**src/core/aoc_pkg.sv**
```systemverilog
// Constants for the output configuration register bank
package aoc_pkg;

  // ---------------------------------------------------------------
  // Register offsets
  // ---------------------------------------------------------------
  localparam logic [12:0] ADDR_FORMAT_CTRL = 13'h0014;
  localparam logic [12:0] ADDR_DRIVE_ADJ   = 13'h0015;
  localparam logic [12:0] ADDR_CLK_PHASE   = 13'h0016;

  // ---------------------------------------------------------------
  // Reset values
  // ---------------------------------------------------------------
  localparam logic [7:0] RST_FORMAT_CTRL = 8'h00;
  localparam logic [7:0] RST_DRIVE_ADJ   = 8'h00;
  localparam logic [7:0] RST_CLK_PHASE   = 8'h03;

  // ---------------------------------------------------------------
  // Field positions
  // ---------------------------------------------------------------
  localparam int FMT_LSB       = 0;
  localparam int FMT_MSB       = 1;
  localparam int INVERT_BIT    = 2;
  localparam int LOWPWR_BIT    = 6;
  localparam int DRIVE2X_BIT   = 0;
  localparam int TERM_LSB      = 4;
  localparam int TERM_MSB      = 5;
  localparam int PHASE_LSB     = 0;
  localparam int PHASE_MSB     = 3;

  // ---------------------------------------------------------------
  // Data format codes
  // ---------------------------------------------------------------
  localparam logic [1:0] FMT_OFFSET_BIN = 2'h0;
  localparam logic [1:0] FMT_TWOS_COMP  = 2'h1;

  // ---------------------------------------------------------------
  // Phase codes and offsets in degrees
  // ---------------------------------------------------------------
  localparam logic [3:0] PH_CODE_0   = 4'h0;
  localparam logic [3:0] PH_CODE_60  = 4'h1;
  localparam logic [3:0] PH_CODE_120 = 4'h2;
  localparam logic [3:0] PH_CODE_180 = 4'h3;
  localparam logic [3:0] PH_CODE_300 = 4'h5;
  localparam logic [3:0] PH_CODE_360 = 4'h6;
  localparam logic [3:0] PH_CODE_480 = 4'h8;
  localparam logic [3:0] PH_CODE_540 = 4'h9;
  localparam logic [9:0] DEG_0   = 10'h000;
  localparam logic [9:0] DEG_60  = 10'h03c;
  localparam logic [9:0] DEG_120 = 10'h078;
  localparam logic [9:0] DEG_180 = 10'h0b4;
  localparam logic [9:0] DEG_300 = 10'h12c;
  localparam logic [9:0] DEG_360 = 10'h168;
  localparam logic [9:0] DEG_480 = 10'h1e0;
  localparam logic [9:0] DEG_540 = 10'h21c;

  // ---------------------------------------------------------------
  // Serial port framing
  // ---------------------------------------------------------------
  localparam logic [4:0] SPI_INSTR_LAST = 5'h0f;
  localparam logic [4:0] SPI_DATA_LAST  = 5'h17;
  localparam int         SPI_RW_BIT     = 15;

endpackage

```
**src/core/aoc_spi.sv**
```systemverilog
// Serial port engine: instruction, address and one data byte
`timescale 1ns/10ps
module aoc_spi (
  input  wire logic        i_clk,
  input  wire logic        i_rst,
  input  wire logic        i_sclk,
  input  wire logic        i_csb_n,
  input  wire logic        i_sdio,
  input  wire logic [7:0]  i_rdata,
  output logic             o_sdio,
  output logic             o_sdio_oe,
  output logic             o_wr,
  output logic             o_rd,
  output logic [12:0]      o_addr,
  output logic [7:0]       o_wdata
);

  // ---------------------------------------------------------------
  // Pin synchronisers
  // ---------------------------------------------------------------
  logic [2:0]  sclk_q;
  logic [1:0]  csb_q;
  logic [1:0]  sdio_q;
  logic        rise;
  logic        fall;
  logic        sel;
  logic [4:0]  cnt_q;
  logic [15:0] instr_q;
  logic [7:0]  din_q;
  logic [7:0]  dout_q;
  logic        load_q;

  always_ff @(posedge i_clk) begin
    if (i_rst) begin
      sclk_q <= 3'h0;
      csb_q  <= 2'h3;
      sdio_q <= 2'h0;
    end else begin
      sclk_q <= {sclk_q[1:0], i_sclk};
      csb_q  <= {csb_q[0], i_csb_n};
      sdio_q <= {sdio_q[0], i_sdio};
    end
  end

  assign rise = sclk_q[1] & ~sclk_q[2];
  assign fall = ~sclk_q[1] & sclk_q[2];
  assign sel  = ~csb_q[1];

  // ---------------------------------------------------------------
  // Shift in on rising edges
  // ---------------------------------------------------------------
  always_ff @(posedge i_clk) begin
    if (i_rst || !sel) begin
      cnt_q   <= 5'h00;
      instr_q <= 16'h0000;
      din_q   <= 8'h00;
    end else if (rise && cnt_q <= aoc_pkg::SPI_DATA_LAST) begin
      cnt_q <= cnt_q + 5'h01;
      if (cnt_q <= aoc_pkg::SPI_INSTR_LAST) begin
        instr_q <= {instr_q[14:0], sdio_q[1]};
      end else begin
        din_q <= {din_q[6:0], sdio_q[1]};
      end
    end
  end

  always_ff @(posedge i_clk) begin
    if (i_rst) begin
      o_wr    <= 1'b0;
      o_rd    <= 1'b0;
      o_addr  <= 13'h0000;
      o_wdata <= 8'h00;
    end else begin
      o_rd <= sel && rise && cnt_q == aoc_pkg::SPI_INSTR_LAST
              && instr_q[aoc_pkg::SPI_RW_BIT - 1];
      o_wr <= sel && rise && cnt_q == aoc_pkg::SPI_DATA_LAST
              && !instr_q[aoc_pkg::SPI_RW_BIT];
      if (sel && rise && cnt_q == aoc_pkg::SPI_INSTR_LAST) begin
        o_addr <= {instr_q[11:0], sdio_q[1]};
      end
      if (sel && rise && cnt_q == aoc_pkg::SPI_DATA_LAST) begin
        o_wdata <= {din_q[6:0], sdio_q[1]};
      end
    end
  end

  // ---------------------------------------------------------------
  // Read data out on falling edges
  // ---------------------------------------------------------------
  always_ff @(posedge i_clk) begin
    if (i_rst) begin
      load_q <= 1'b0;
    end else begin
      load_q <= o_rd;
    end
  end

  always_ff @(posedge i_clk) begin
    if (i_rst || !sel) begin
      dout_q    <= 8'h00;
      o_sdio    <= 1'b0;
      o_sdio_oe <= 1'b0;
    end else if (load_q) begin
      dout_q    <= i_rdata;
      o_sdio_oe <= 1'b1;
    end else if (fall && o_sdio_oe) begin
      o_sdio <= dout_q[7];
      dout_q <= {dout_q[6:0], 1'b0};
    end
  end

endmodule // aoc_spi

```
**src/core/aoc_top.sv**
```systemverilog
// Output format, drive and clock phase configuration registers
// Function
// - Format 00 offset binary, 01 twos complement
// - Invert bit per channel; others shared
// - Bit0 doubles clock drive, per channel
// - Phase codes 0-3 give 0-180 degrees
// - Codes 1000, 1001 give 480, 540 degrees
// - Phase field selects divider output phase
// - Phase global; internal latching left untouched
// - Phase register resets to 0x03
`timescale 1ns/10ps
module aoc_top #(
  parameter int NCH = 8
) (
  input  wire logic            I_CLOCK,
  input  wire logic            I_RST,
  input  wire logic            I_SCLK,
  input  wire logic            I_CSB_N,
  input  wire logic            I_SDIO,
  input  wire logic [NCH-1:0]  I_CHAN_SEL,
  output logic                 O_SDIO,
  output logic                 O_SDIO_OE,
  output logic                 O_TWOS_COMP,
  output logic [1:0]           O_FORMAT,
  output logic [NCH-1:0]       O_INVERT,
  output logic                 O_LVDS_LOWPWR,
  output logic [1:0]           O_TERM,
  output logic [NCH-1:0]       O_CLK_DRIVE2X,
  output logic [3:0]           O_DIV_PHASE_SEL,
  output logic [9:0]           O_PHASE_DEG
);

  // ---------------------------------------------------------------
  // Serial port
  // ---------------------------------------------------------------
  logic        wr;
  logic        rd;
  logic [12:0] addr;
  logic [7:0]  wdata;
  logic [7:0]  rdata;

  aoc_spi u_spi (
    .i_clk     (I_CLOCK),
    .i_rst     (I_RST),
    .i_sclk    (I_SCLK),
    .i_csb_n   (I_CSB_N),
    .i_sdio    (I_SDIO),
    .i_rdata   (rdata),
    .o_sdio    (O_SDIO),
    .o_sdio_oe (O_SDIO_OE),
    .o_wr      (wr),
    .o_rd      (rd),
    .o_addr    (addr),
    .o_wdata   (wdata)
  );

  // ---------------------------------------------------------------
  // Register storage
  // ---------------------------------------------------------------
  logic [7:0]     fmt_glb_q;
  logic [NCH-1:0] invert_q;
  logic [7:0]     drv_glb_q;
  logic [NCH-1:0] drive2x_q;
  logic [7:0]     phase_q;
  logic [9:0]     deg_d;
  logic           deg_ok;
  logic           first_inv;
  logic           first_drv;

  // Shared bits of the format register
  always_ff @(posedge I_CLOCK) begin
    if (I_RST) begin
      fmt_glb_q <= aoc_pkg::RST_FORMAT_CTRL;
    end else if (wr && addr == aoc_pkg::ADDR_FORMAT_CTRL) begin
      fmt_glb_q <= wdata;
    end
  end

  // Per-channel invert bits
  always_ff @(posedge I_CLOCK) begin
    if (I_RST) begin
      invert_q <= {NCH{aoc_pkg::RST_FORMAT_CTRL[aoc_pkg::INVERT_BIT]}};
    end else if (wr && addr == aoc_pkg::ADDR_FORMAT_CTRL) begin
      for (int i = 0; i < NCH; i++) begin
        if (I_CHAN_SEL[i]) begin
          invert_q[i] <= wdata[aoc_pkg::INVERT_BIT];
        end
      end
    end
  end

  // Shared bits of the drive register
  always_ff @(posedge I_CLOCK) begin
    if (I_RST) begin
      drv_glb_q <= aoc_pkg::RST_DRIVE_ADJ;
    end else if (wr && addr == aoc_pkg::ADDR_DRIVE_ADJ) begin
      drv_glb_q <= wdata;
    end
  end

  // Per-channel clock drive doubling
  always_ff @(posedge I_CLOCK) begin
    if (I_RST) begin
      drive2x_q <= {NCH{aoc_pkg::RST_DRIVE_ADJ[aoc_pkg::DRIVE2X_BIT]}};
    end else if (wr && addr == aoc_pkg::ADDR_DRIVE_ADJ) begin
      for (int i = 0; i < NCH; i++) begin
        if (I_CHAN_SEL[i]) begin
          drive2x_q[i] <= wdata[aoc_pkg::DRIVE2X_BIT];
        end
      end
    end
  end

  // Global phase register
  always_ff @(posedge I_CLOCK) begin
    if (I_RST) begin
      phase_q <= aoc_pkg::RST_CLK_PHASE;
    end else if (wr && addr == aoc_pkg::ADDR_CLK_PHASE) begin
      phase_q <= wdata;
    end
  end

  // ---------------------------------------------------------------
  // Phase decode
  // ---------------------------------------------------------------
  always_comb begin
    deg_ok = 1'b1;
    unique case (phase_q[aoc_pkg::PHASE_MSB:aoc_pkg::PHASE_LSB])
      aoc_pkg::PH_CODE_0:   deg_d = aoc_pkg::DEG_0;
      aoc_pkg::PH_CODE_60:  deg_d = aoc_pkg::DEG_60;
      aoc_pkg::PH_CODE_120: deg_d = aoc_pkg::DEG_120;
      aoc_pkg::PH_CODE_180: deg_d = aoc_pkg::DEG_180;
      aoc_pkg::PH_CODE_300: deg_d = aoc_pkg::DEG_300;
      aoc_pkg::PH_CODE_360: deg_d = aoc_pkg::DEG_360;
      aoc_pkg::PH_CODE_480: deg_d = aoc_pkg::DEG_480;
      aoc_pkg::PH_CODE_540: deg_d = aoc_pkg::DEG_540;
      default: begin
        // Reserved code: keep last valid offset
        deg_d  = O_PHASE_DEG;
        deg_ok = 1'b0;
      end
    endcase
  end

  // ---------------------------------------------------------------
  // Outputs
  // ---------------------------------------------------------------
  always_ff @(posedge I_CLOCK) begin
    if (I_RST) begin
      O_FORMAT      <= aoc_pkg::FMT_OFFSET_BIN;
      O_TWOS_COMP   <= 1'b0;
      O_INVERT      <= '0;
      O_LVDS_LOWPWR <= 1'b0;
      O_TERM        <= 2'h0;
      O_CLK_DRIVE2X <= '0;
    end else begin
      O_FORMAT      <= fmt_glb_q[aoc_pkg::FMT_MSB:aoc_pkg::FMT_LSB];
      O_TWOS_COMP   <= fmt_glb_q[aoc_pkg::FMT_MSB:aoc_pkg::FMT_LSB]
                       == aoc_pkg::FMT_TWOS_COMP;
      O_INVERT      <= invert_q;
      O_LVDS_LOWPWR <= fmt_glb_q[aoc_pkg::LOWPWR_BIT];
      O_TERM        <= drv_glb_q[aoc_pkg::TERM_MSB:aoc_pkg::TERM_LSB];
      O_CLK_DRIVE2X <= drive2x_q;
    end
  end

  // Divider tap feeds only the clock output path
  always_ff @(posedge I_CLOCK) begin
    if (I_RST) begin
      O_DIV_PHASE_SEL <= aoc_pkg::RST_CLK_PHASE[3:0];
      O_PHASE_DEG     <= aoc_pkg::DEG_180;
    end else begin
      O_DIV_PHASE_SEL <= phase_q[aoc_pkg::PHASE_MSB:aoc_pkg::PHASE_LSB];
      if (deg_ok) begin
        O_PHASE_DEG <= deg_d;
      end
    end
  end

  // ---------------------------------------------------------------
  // Read back
  // ---------------------------------------------------------------
  // Local bits read from lowest selected channel
  always_comb begin
    first_inv = 1'b0;
    first_drv = 1'b0;
    for (int i = NCH - 1; i >= 0; i--) begin
      if (I_CHAN_SEL[i]) begin
        first_inv = invert_q[i];
        first_drv = drive2x_q[i];
      end
    end
  end

  always_comb begin
    rdata = 8'h00;
    if (addr == aoc_pkg::ADDR_FORMAT_CTRL) begin
      rdata = fmt_glb_q;
      rdata[aoc_pkg::INVERT_BIT] = first_inv;
    end else if (addr == aoc_pkg::ADDR_DRIVE_ADJ) begin
      rdata = drv_glb_q;
      rdata[aoc_pkg::DRIVE2X_BIT] = first_drv;
    end else if (addr == aoc_pkg::ADDR_CLK_PHASE) begin
      rdata = phase_q;
    end
  end

  logic unused_rd;
  assign unused_rd = rd;

endmodule // aoc_top

```
**config.mk**
```make
export PLATFORM = sky130hd
export DESIGN_NAME = aoc_top
export DESIGN_NICKNAME = d
export VERILOG_FILES = /design/src/core/aoc_pkg.sv /design/src/core/aoc_spi.sv /design/src/core/aoc_top.sv
export SDC_FILE = /design/constraint.sdc
export NUM_CORES = 1
export LEC_CHECK = 0
export BUFFER_PORTS_ARGS = -buffer_cell sky130_fd_sc_hd__buf_2
export CAP_MARGIN = 20
export CORE_MARGIN = 2
export CORE_UTILIZATION = 50
export DETAILED_ROUTE_END_ITERATION = 12
export GPL_ROUTABILITY_DRIVEN = 0
export GPL_TIMING_DRIVEN = 1
export PLACE_DENSITY = 0.72
export SLEW_MARGIN = 10
export SYNTH_ARGS = -nofsm -noshare
export SYNTH_HDL_FRONTEND = slang
export SYNTH_SLANG_ARGS = --single-unit
export TNS_END_PERCENT = 20
```
**constraint.sdc**
```tcl
create_clock -name I_CLOCK -period 1.8 [get_ports I_CLOCK]
set_input_delay 0.36 -clock I_CLOCK [delete_from_list [all_inputs] [get_ports I_CLOCK]]
set_output_delay 0.36 -clock I_CLOCK [all_outputs]
set_load 0.01 [all_outputs]
```
After elaboration in Yosys (flattened, before gate mapping)
Cells that the tools add are included.
{"block": "word_totals", "regBits": 145, "latch_bits": 0, "mem_bits_rw": 0, "rom_bits": 0, "out_inout_bits": 38, "n_memories": 0}
{"block": "classes", "n_addsub": 1, "multipliers": 0, "n_div": 0, "magnitude_cmp": 2, "eq_ne": 13, "shift": 0, "muxes": 23, "n_bitwise": 7, "n_reduce_logical": 36}
{"cell": "one-hot mux 10 bit (8 select lines)", "n": 1}
{"cell": "2-to-1 mux 8 bit", "n": 5}
{"cell": "AND reduction 2 bit", "n": 20}
{"cell": "== test 13 x 5 -> 1 bit, second input constant", "n": 3}
{"cell": "2-to-1 mux 1 bit", "n": 17}
{"cell": "logical AND 1 bit", "n": 10}
{"cell": "== test 4 x 2 -> 1 bit, second input constant", "n": 2}
{"cell": "== test 4 x 3 -> 1 bit, second input constant", "n": 2}
{"cell": "== test 4 bit, second input constant", "n": 2}
{"cell": "nonzero test 8 bit", "n": 1}
{"cell": "OR reduction 8 bit", "n": 1}
{"cell": "adder 5 x 1 -> 5 bit, second input constant", "n": 1}
{"cell": "== test 5 x 4 -> 1 bit, second input constant", "n": 1}
{"cell": "== test 5 bit, second input constant", "n": 1}
{"cell": "less-or-equal comparator 5 x 4 -> 1 bit, second input constant", "n": 1}
{"cell": "less-or-equal comparator 5 bit, second input constant", "n": 1}
{"cell": "NOT 1 bit", "n": 5}
{"cell": "== test 4 x 1 -> 1 bit, second input constant", "n": 1}
{"cell": "logical NOT 4 bit", "n": 1}
{"cell": "bitwise AND 1 bit", "n": 2}
{"cell": "== test 2 x 1 -> 1 bit, second input constant", "n": 1}
{"cell": "nonzero test 2 bit", "n": 1}
{"cell": "logical NOT 1 bit", "n": 1}
{"cell": "logical OR 1 bit", "n": 1}

Logic depth before layout (Yosys ltp)
{"block": "depth", "word_depth": 11, "mapped_depth": 7}

Cells and area by module
Synthesis repeated with hierarchy kept, for this count alone.
{"block": "unflattened", "cells_unflattened": 613, "hier_area_um2": 5535.3}
{"mod": "aoc_top", "instances": 1, "cells_per_inst": 358, "area_per_inst_um2": 2974.1}
{"mod": "aoc_spi", "instances": 1, "cells_per_inst": 255, "area_per_inst_um2": 2561.2}

Least setup slack after synthesis
OpenSTA, ideal clock, no wires.
{"block": "synth_path", "path_type": "reg-to-reg", "startpoint": "register u_spi.o_addr[6]", "endpoint": "register drv_glb_q[1]", "setup_time_ns": 0.128, "arrival_ns": 1.674, "slack_ns": -0.001, "stages_incl_launch_ff": 6, "cell_sequence": "dfxtp_1 or4_4 nor4b_4 buf_6 mux2i_1 nor2_1"}
{"block": "synth_via", "elab_chain_len": 2}
{"item": "start, declared", "line_no": "aoc_spi.sv:14", "text": "output logic [12:0] o_addr,"}
{"item": "start signal, assigned", "line_no": "aoc_spi.sv:79", "text": "o_addr <= {instr_q[11:0], sdio_q[1]};"}
{"item": "== test 13 x 5 -> 1 bit", "line_no": "aoc_top.sv:96", "text": "end else if (wr && addr == aoc_pkg::ADDR_DRIVE_ADJ) begin"}
{"item": "logical AND 1 bit", "line_no": "aoc_top.sv:96"}
{"item": "end signal, assigned", "line_no": "aoc_top.sv:95", "text": "drv_glb_q <= aoc_pkg::RST_DRIVE_ADJ;"}
{"item": "end signal, assigned", "line_no": "aoc_top.sv:97", "text": "drv_glb_q <= wdata;"}
{"item": "end, declared", "line_no": "aoc_top.sv:62", "text": "logic [7:0] drv_glb_q;"}
Every way passes these cells.
A chain may end at the register's enable or synchronous reset.

Worst setup path in the final report
{"block": "layout_path", "startpoint": "register u_spi.o_addr[12]", "endpoint": "register invert_q[4]"}
{"block": "layout_via", "elab_chain_len": 3}
{"item": "== test 13 x 5 -> 1 bit", "line_no": "aoc_top.sv:83", "text": "end else if (wr && addr == aoc_pkg::ADDR_FORMAT_CTRL) begin"}
{"item": "logical AND 1 bit", "line_no": "aoc_top.sv:83"}
{"item": "AND reduction 2 bit (no source line)"}
{"item": "end signal, assigned", "line_no": "aoc_top.sv:82", "text": "invert_q <= {NCH{aoc_pkg::RST_FORMAT_CTRL[aoc_pkg::INVERT_BIT]}};"}
{"item": "end signal, assigned by index", "line_no": "aoc_top.sv:86", "text": "invert_q[i] <= wdata[aoc_pkg::INVERT_BIT];"}
{"item": "end, declared", "line_no": "aoc_top.sv:61", "text": "logic [NCH-1:0] invert_q;"}
Every way passes these cells.

==> results.json <==
{
  "status": "finished, violations left",
  "violations": "negative setup slack",
  "crit_fanout": 6,
  "worstSetupStartpointType": "flip-flop",
  "cp_top_family": "simple AND/OR/NAND/NOR gates",
  "whs_endpoint": "u_spi.csb_q[0]",
  "hold_depth": 2,
  "power.density_nw_per_um2": 923.3,
  "swShare_pct": 20.09,
  "die_h_microns": 109.8,
  "clock_sinks": 141,
  "start_util_pct": 51.44,
  "die-area_sq_um": 12060,
  "hold_path_class": "input pin to flip-flop",
  "top_layer": "met4",
  "arrival_ps": 2350,
  "core.rowCount": 38,
  "yosysTopAreaCell": "dfxtp_1",
  "tightest_slew_ps": 687.0,
  "whs_ps": 27.89,
  "synth_top_family_by_area": "simple AND/OR/NAND/NOR gates",
  "antenna_left": 0,
  "final_area_sq_um": 6743,
  "antenna_found_initial": 0,
  "areaGrowthSynthToFinish_pct": 20.40,
  "synth.avg_cell_area_sq_um": 8.792,
  "ys_warn_count": 0,
  "core-area_sq_um": 10890,
  "p_leak_nw": 2.479,
  "cts-hold-fix-buffers": 0,
  "power.internal_mw": 4.975,
  "cts.reportedPaths.clkPinSlew_ps": 60,
  "fin_crit_sh_pct": 106.7,
  "vias": 4506,
  "reg2reg_depth": 6,
  "crit_slowest_cell": "or4_4",
  "tns_ps": -1470,
  "slew_viol_final": 0,
  "cts_tree": "yes",
  "drt_iter0_markers": 310,
  "slowest_delay_ps": 580,
  "peakVddDrop_mv": 0.5552,
  "synth-xor-area-share_pct": 0.3128,
  "timing.rr.start": "u_spi.o_addr[12]",
  "drtPass1Iterations": 4,
  "wl_microns": 11970,
  "synth_edf_count": 0,
  "diodes": 0,
  "p_sw_mw": 1.251,
  "portBuffers": 48,
  "grt_max_degree": 60,
  "path_class": "flip-flop to flip-flop",
  "fill_cells": 883,
  "skew_ps": 5.410,
  "r2r-end": "invert_q[4]",
  "maxCapViolations": 0,
  "grt_pass1_vias": 4034,
  "io_pins": 51,
  "synth_most_common_cell": "dfxtp_1",
  "async_flop_share_pct": 0,
  "ys.flop_type": "dfxtp_1",
  "grt.total_usage_pct": 19.91,
  "wl_met1_microns": 5233,
  "synth.cell_area_sq_um": 5600,
  "p_clk_share_pct": 47.5,
  "route.met3.wl_microns": 547,
  "place_ws_ps": -30.18,
  "setup_violations": 30,
  "ff2ff_setup_slack_ps": -120,
  "final_nets": 698,
  "clk_latency_ps": 520,
  "fp.dieW_microns": 109.8,
  "drive_above_1_share_pct": 18.79,
  "crit_required_ps": 2230,
  "wl_met2_microns": 6011,
  "synthTopCellsByCount": "141 x dfxtp_1, 96 x nand2_1, 60 x nor2_1",
  "worstPathBufferInverterCount": 2,
  "comb_power_share_pct": 2.2,
  "synth-compound-area-share_pct": 12.27,
  "min_period_ps": 1920,
  "fin_ws_ps": -120.5,
  "numCtsBuffers": 17,
  "synth_seq_area_share_pct": 50.40,
  "root_buffer": "clkbuf_8",
  "synth_cells": 637,
  "yosys_register_bits": 141,
  "yosys.cell_types.count": 59,
  "p_seq_share_pct": 50.3,
  "worstPathCellList": "or4_4 -> nor4b_4 -> buf_6 -> clkbuf_16 -> nand3_1 -> a21oi_1",
  "vias_per_cell": 5.416,
  "holdCritStartpoint": "I_CSB_N",
  "htree_levels": 4,
  "hpwl_microns": 7717,
  "wl_per_cell_microns": 14.38,
  "synth-adder-area-share_pct": 0.6256,
  "placed_area_sq_um": 6053,
  "synthSimpleGateAreaFrac_pct": 24.17,
  "synthMuxAreaShare_pct": 7.685,
  "final_util_pct": 61.93,
  "synth_top_cell_area_share_pct": 50.40,
  "drc": 0,
  "rsz0062_at_grt": "yes",
  "critPathCaptureType": "flip-flop",
  "yosys-top-cells-area": "dfxtp_1 50%, mux2i_1 7.7%, nand2_1 6.4%",
  "relSlewSlack_pct": 54.14,
  "max_freq_ghz": 0.5207,
  "final_hold_viol_count": 0,
  "cts_buffer_depth": 2,
  "grt-ovfl-total": 0,
  "grt_pass1_wl_microns": 18620
}
flip-flops by register name, indices dropped and copies added (netlist names), 4 cells and up:
name and count:
fmt_glb_q 7, invert_q 8, u_spi.instr_q 16, phase_q 8
O_DIV_PHASE_SEL 4, u_spi.cnt_q 5, drive2x_q 8, O_CLK_DRIVE2X 8
u_spi.o_wdata 8, u_spi.o_addr 13, drv_glb_q 7, O_PHASE_DEG 8
u_spi.dout_q 8, O_INVERT 8, u_spi.din_q 7
routing by layer:
metal,GRT usage (%),vias to the layer above
met5,0,-
met4,8.499,0
met3,5.335,17
met2,33.39,104
met1,23.93,2135
li1,-,2250
repair_timing:
| item | CTS | global route |
|---|---|---|
| buffers inserted | 0 | 2 |
| cloned | 0 | 4 |
| resized for setup | 1 | 18 |
| endpoints found under the setup margin | 17 | 58 |
| pin swaps | 1 | 12 |
| endpoints found under the hold margin | 0 | 0 |
cell families after synthesis:
kind of cell,after synthesis
flip-flops,141
AO/OA/AOI/OAI,119
XOR/XNOR,2
adder cells (fa/ha/maj),3
other,1
buffers and inverters,55
multiplexers,43
AND/OR/NAND/NOR,273
power by group through the flow:
stage | logic (mW) | clock network, mW | registers (mW)
after floorplan | 0.0841 | 0 | 3.20
after detailed placement | 0.132 | 0 | 3.20
after global placement | 0.129 | 0 | 3.20
after global routing | 0.147 | 3.16 | 3.13
after CTS | 0.133 | 3.01 | 3.13
final | 0.135 | 2.96 | 3.13
stage by stage:
stage,power (mW),cells
global placement,3.329,798
finish,6.225,832
floorplan,3.283,638
CTS,6.278,826
detailed placement,3.332,798
global route,6.435,832
how the worst max path moves through the flow:
stage	slack, ps	from	to	depth (start not counted)
floorplan	-1	u_spi.o_addr[6]	drv_glb_q[1]	5
global placement	10	u_spi.o_addr[6]	fmt_glb_q[0]	5
detailed placement	-30	u_spi.o_addr[9]	drv_glb_q[6]	5
CTS	-60	u_spi.o_addr[6]	fmt_glb_q[7]	5
global route	-180	u_spi.o_addr[12]	invert_q[4]	6
finish	-120	u_spi.o_addr[12]	invert_q[4]	6
layout make-up:
type / instances / area [sq um] / area share, %
Clock buffer: 26 / 488.0 / 7.237
Timing Repair Buffer: 76 / 615.6 / 9.130
Inverter: 5 / 18.77 / 0.2783
Clock inverter: 2 / 10.01 / 0.1485
Sequential cell: 141 / 2825 / 41.90
Tap cell: 140 / 175.2 / 2.598
Multi-Input combinational cell: 442 / 2610 / 38.71
cells in the final DEF (no fill, tap or decap), drive strengths merged, types with 2 or more instances in the layout:
cell type,count
dfxtp,141
nand2,96
buf,72
nor2,61
a21oi,54
nand3,45
mux2i,43
nor2b,38
o21ai,35
clkbuf,30
or2,7
o22a,6
inv,5
nand3b,4
nor3b,4
nand2b,3
nor3,3
o211ai,3
nor4b,3
a31oi,2
o21bai,2
a211o,2
a211oi,2
conb,2
clkinv,2
ha,2
Power figures use the tool's default switching activity.
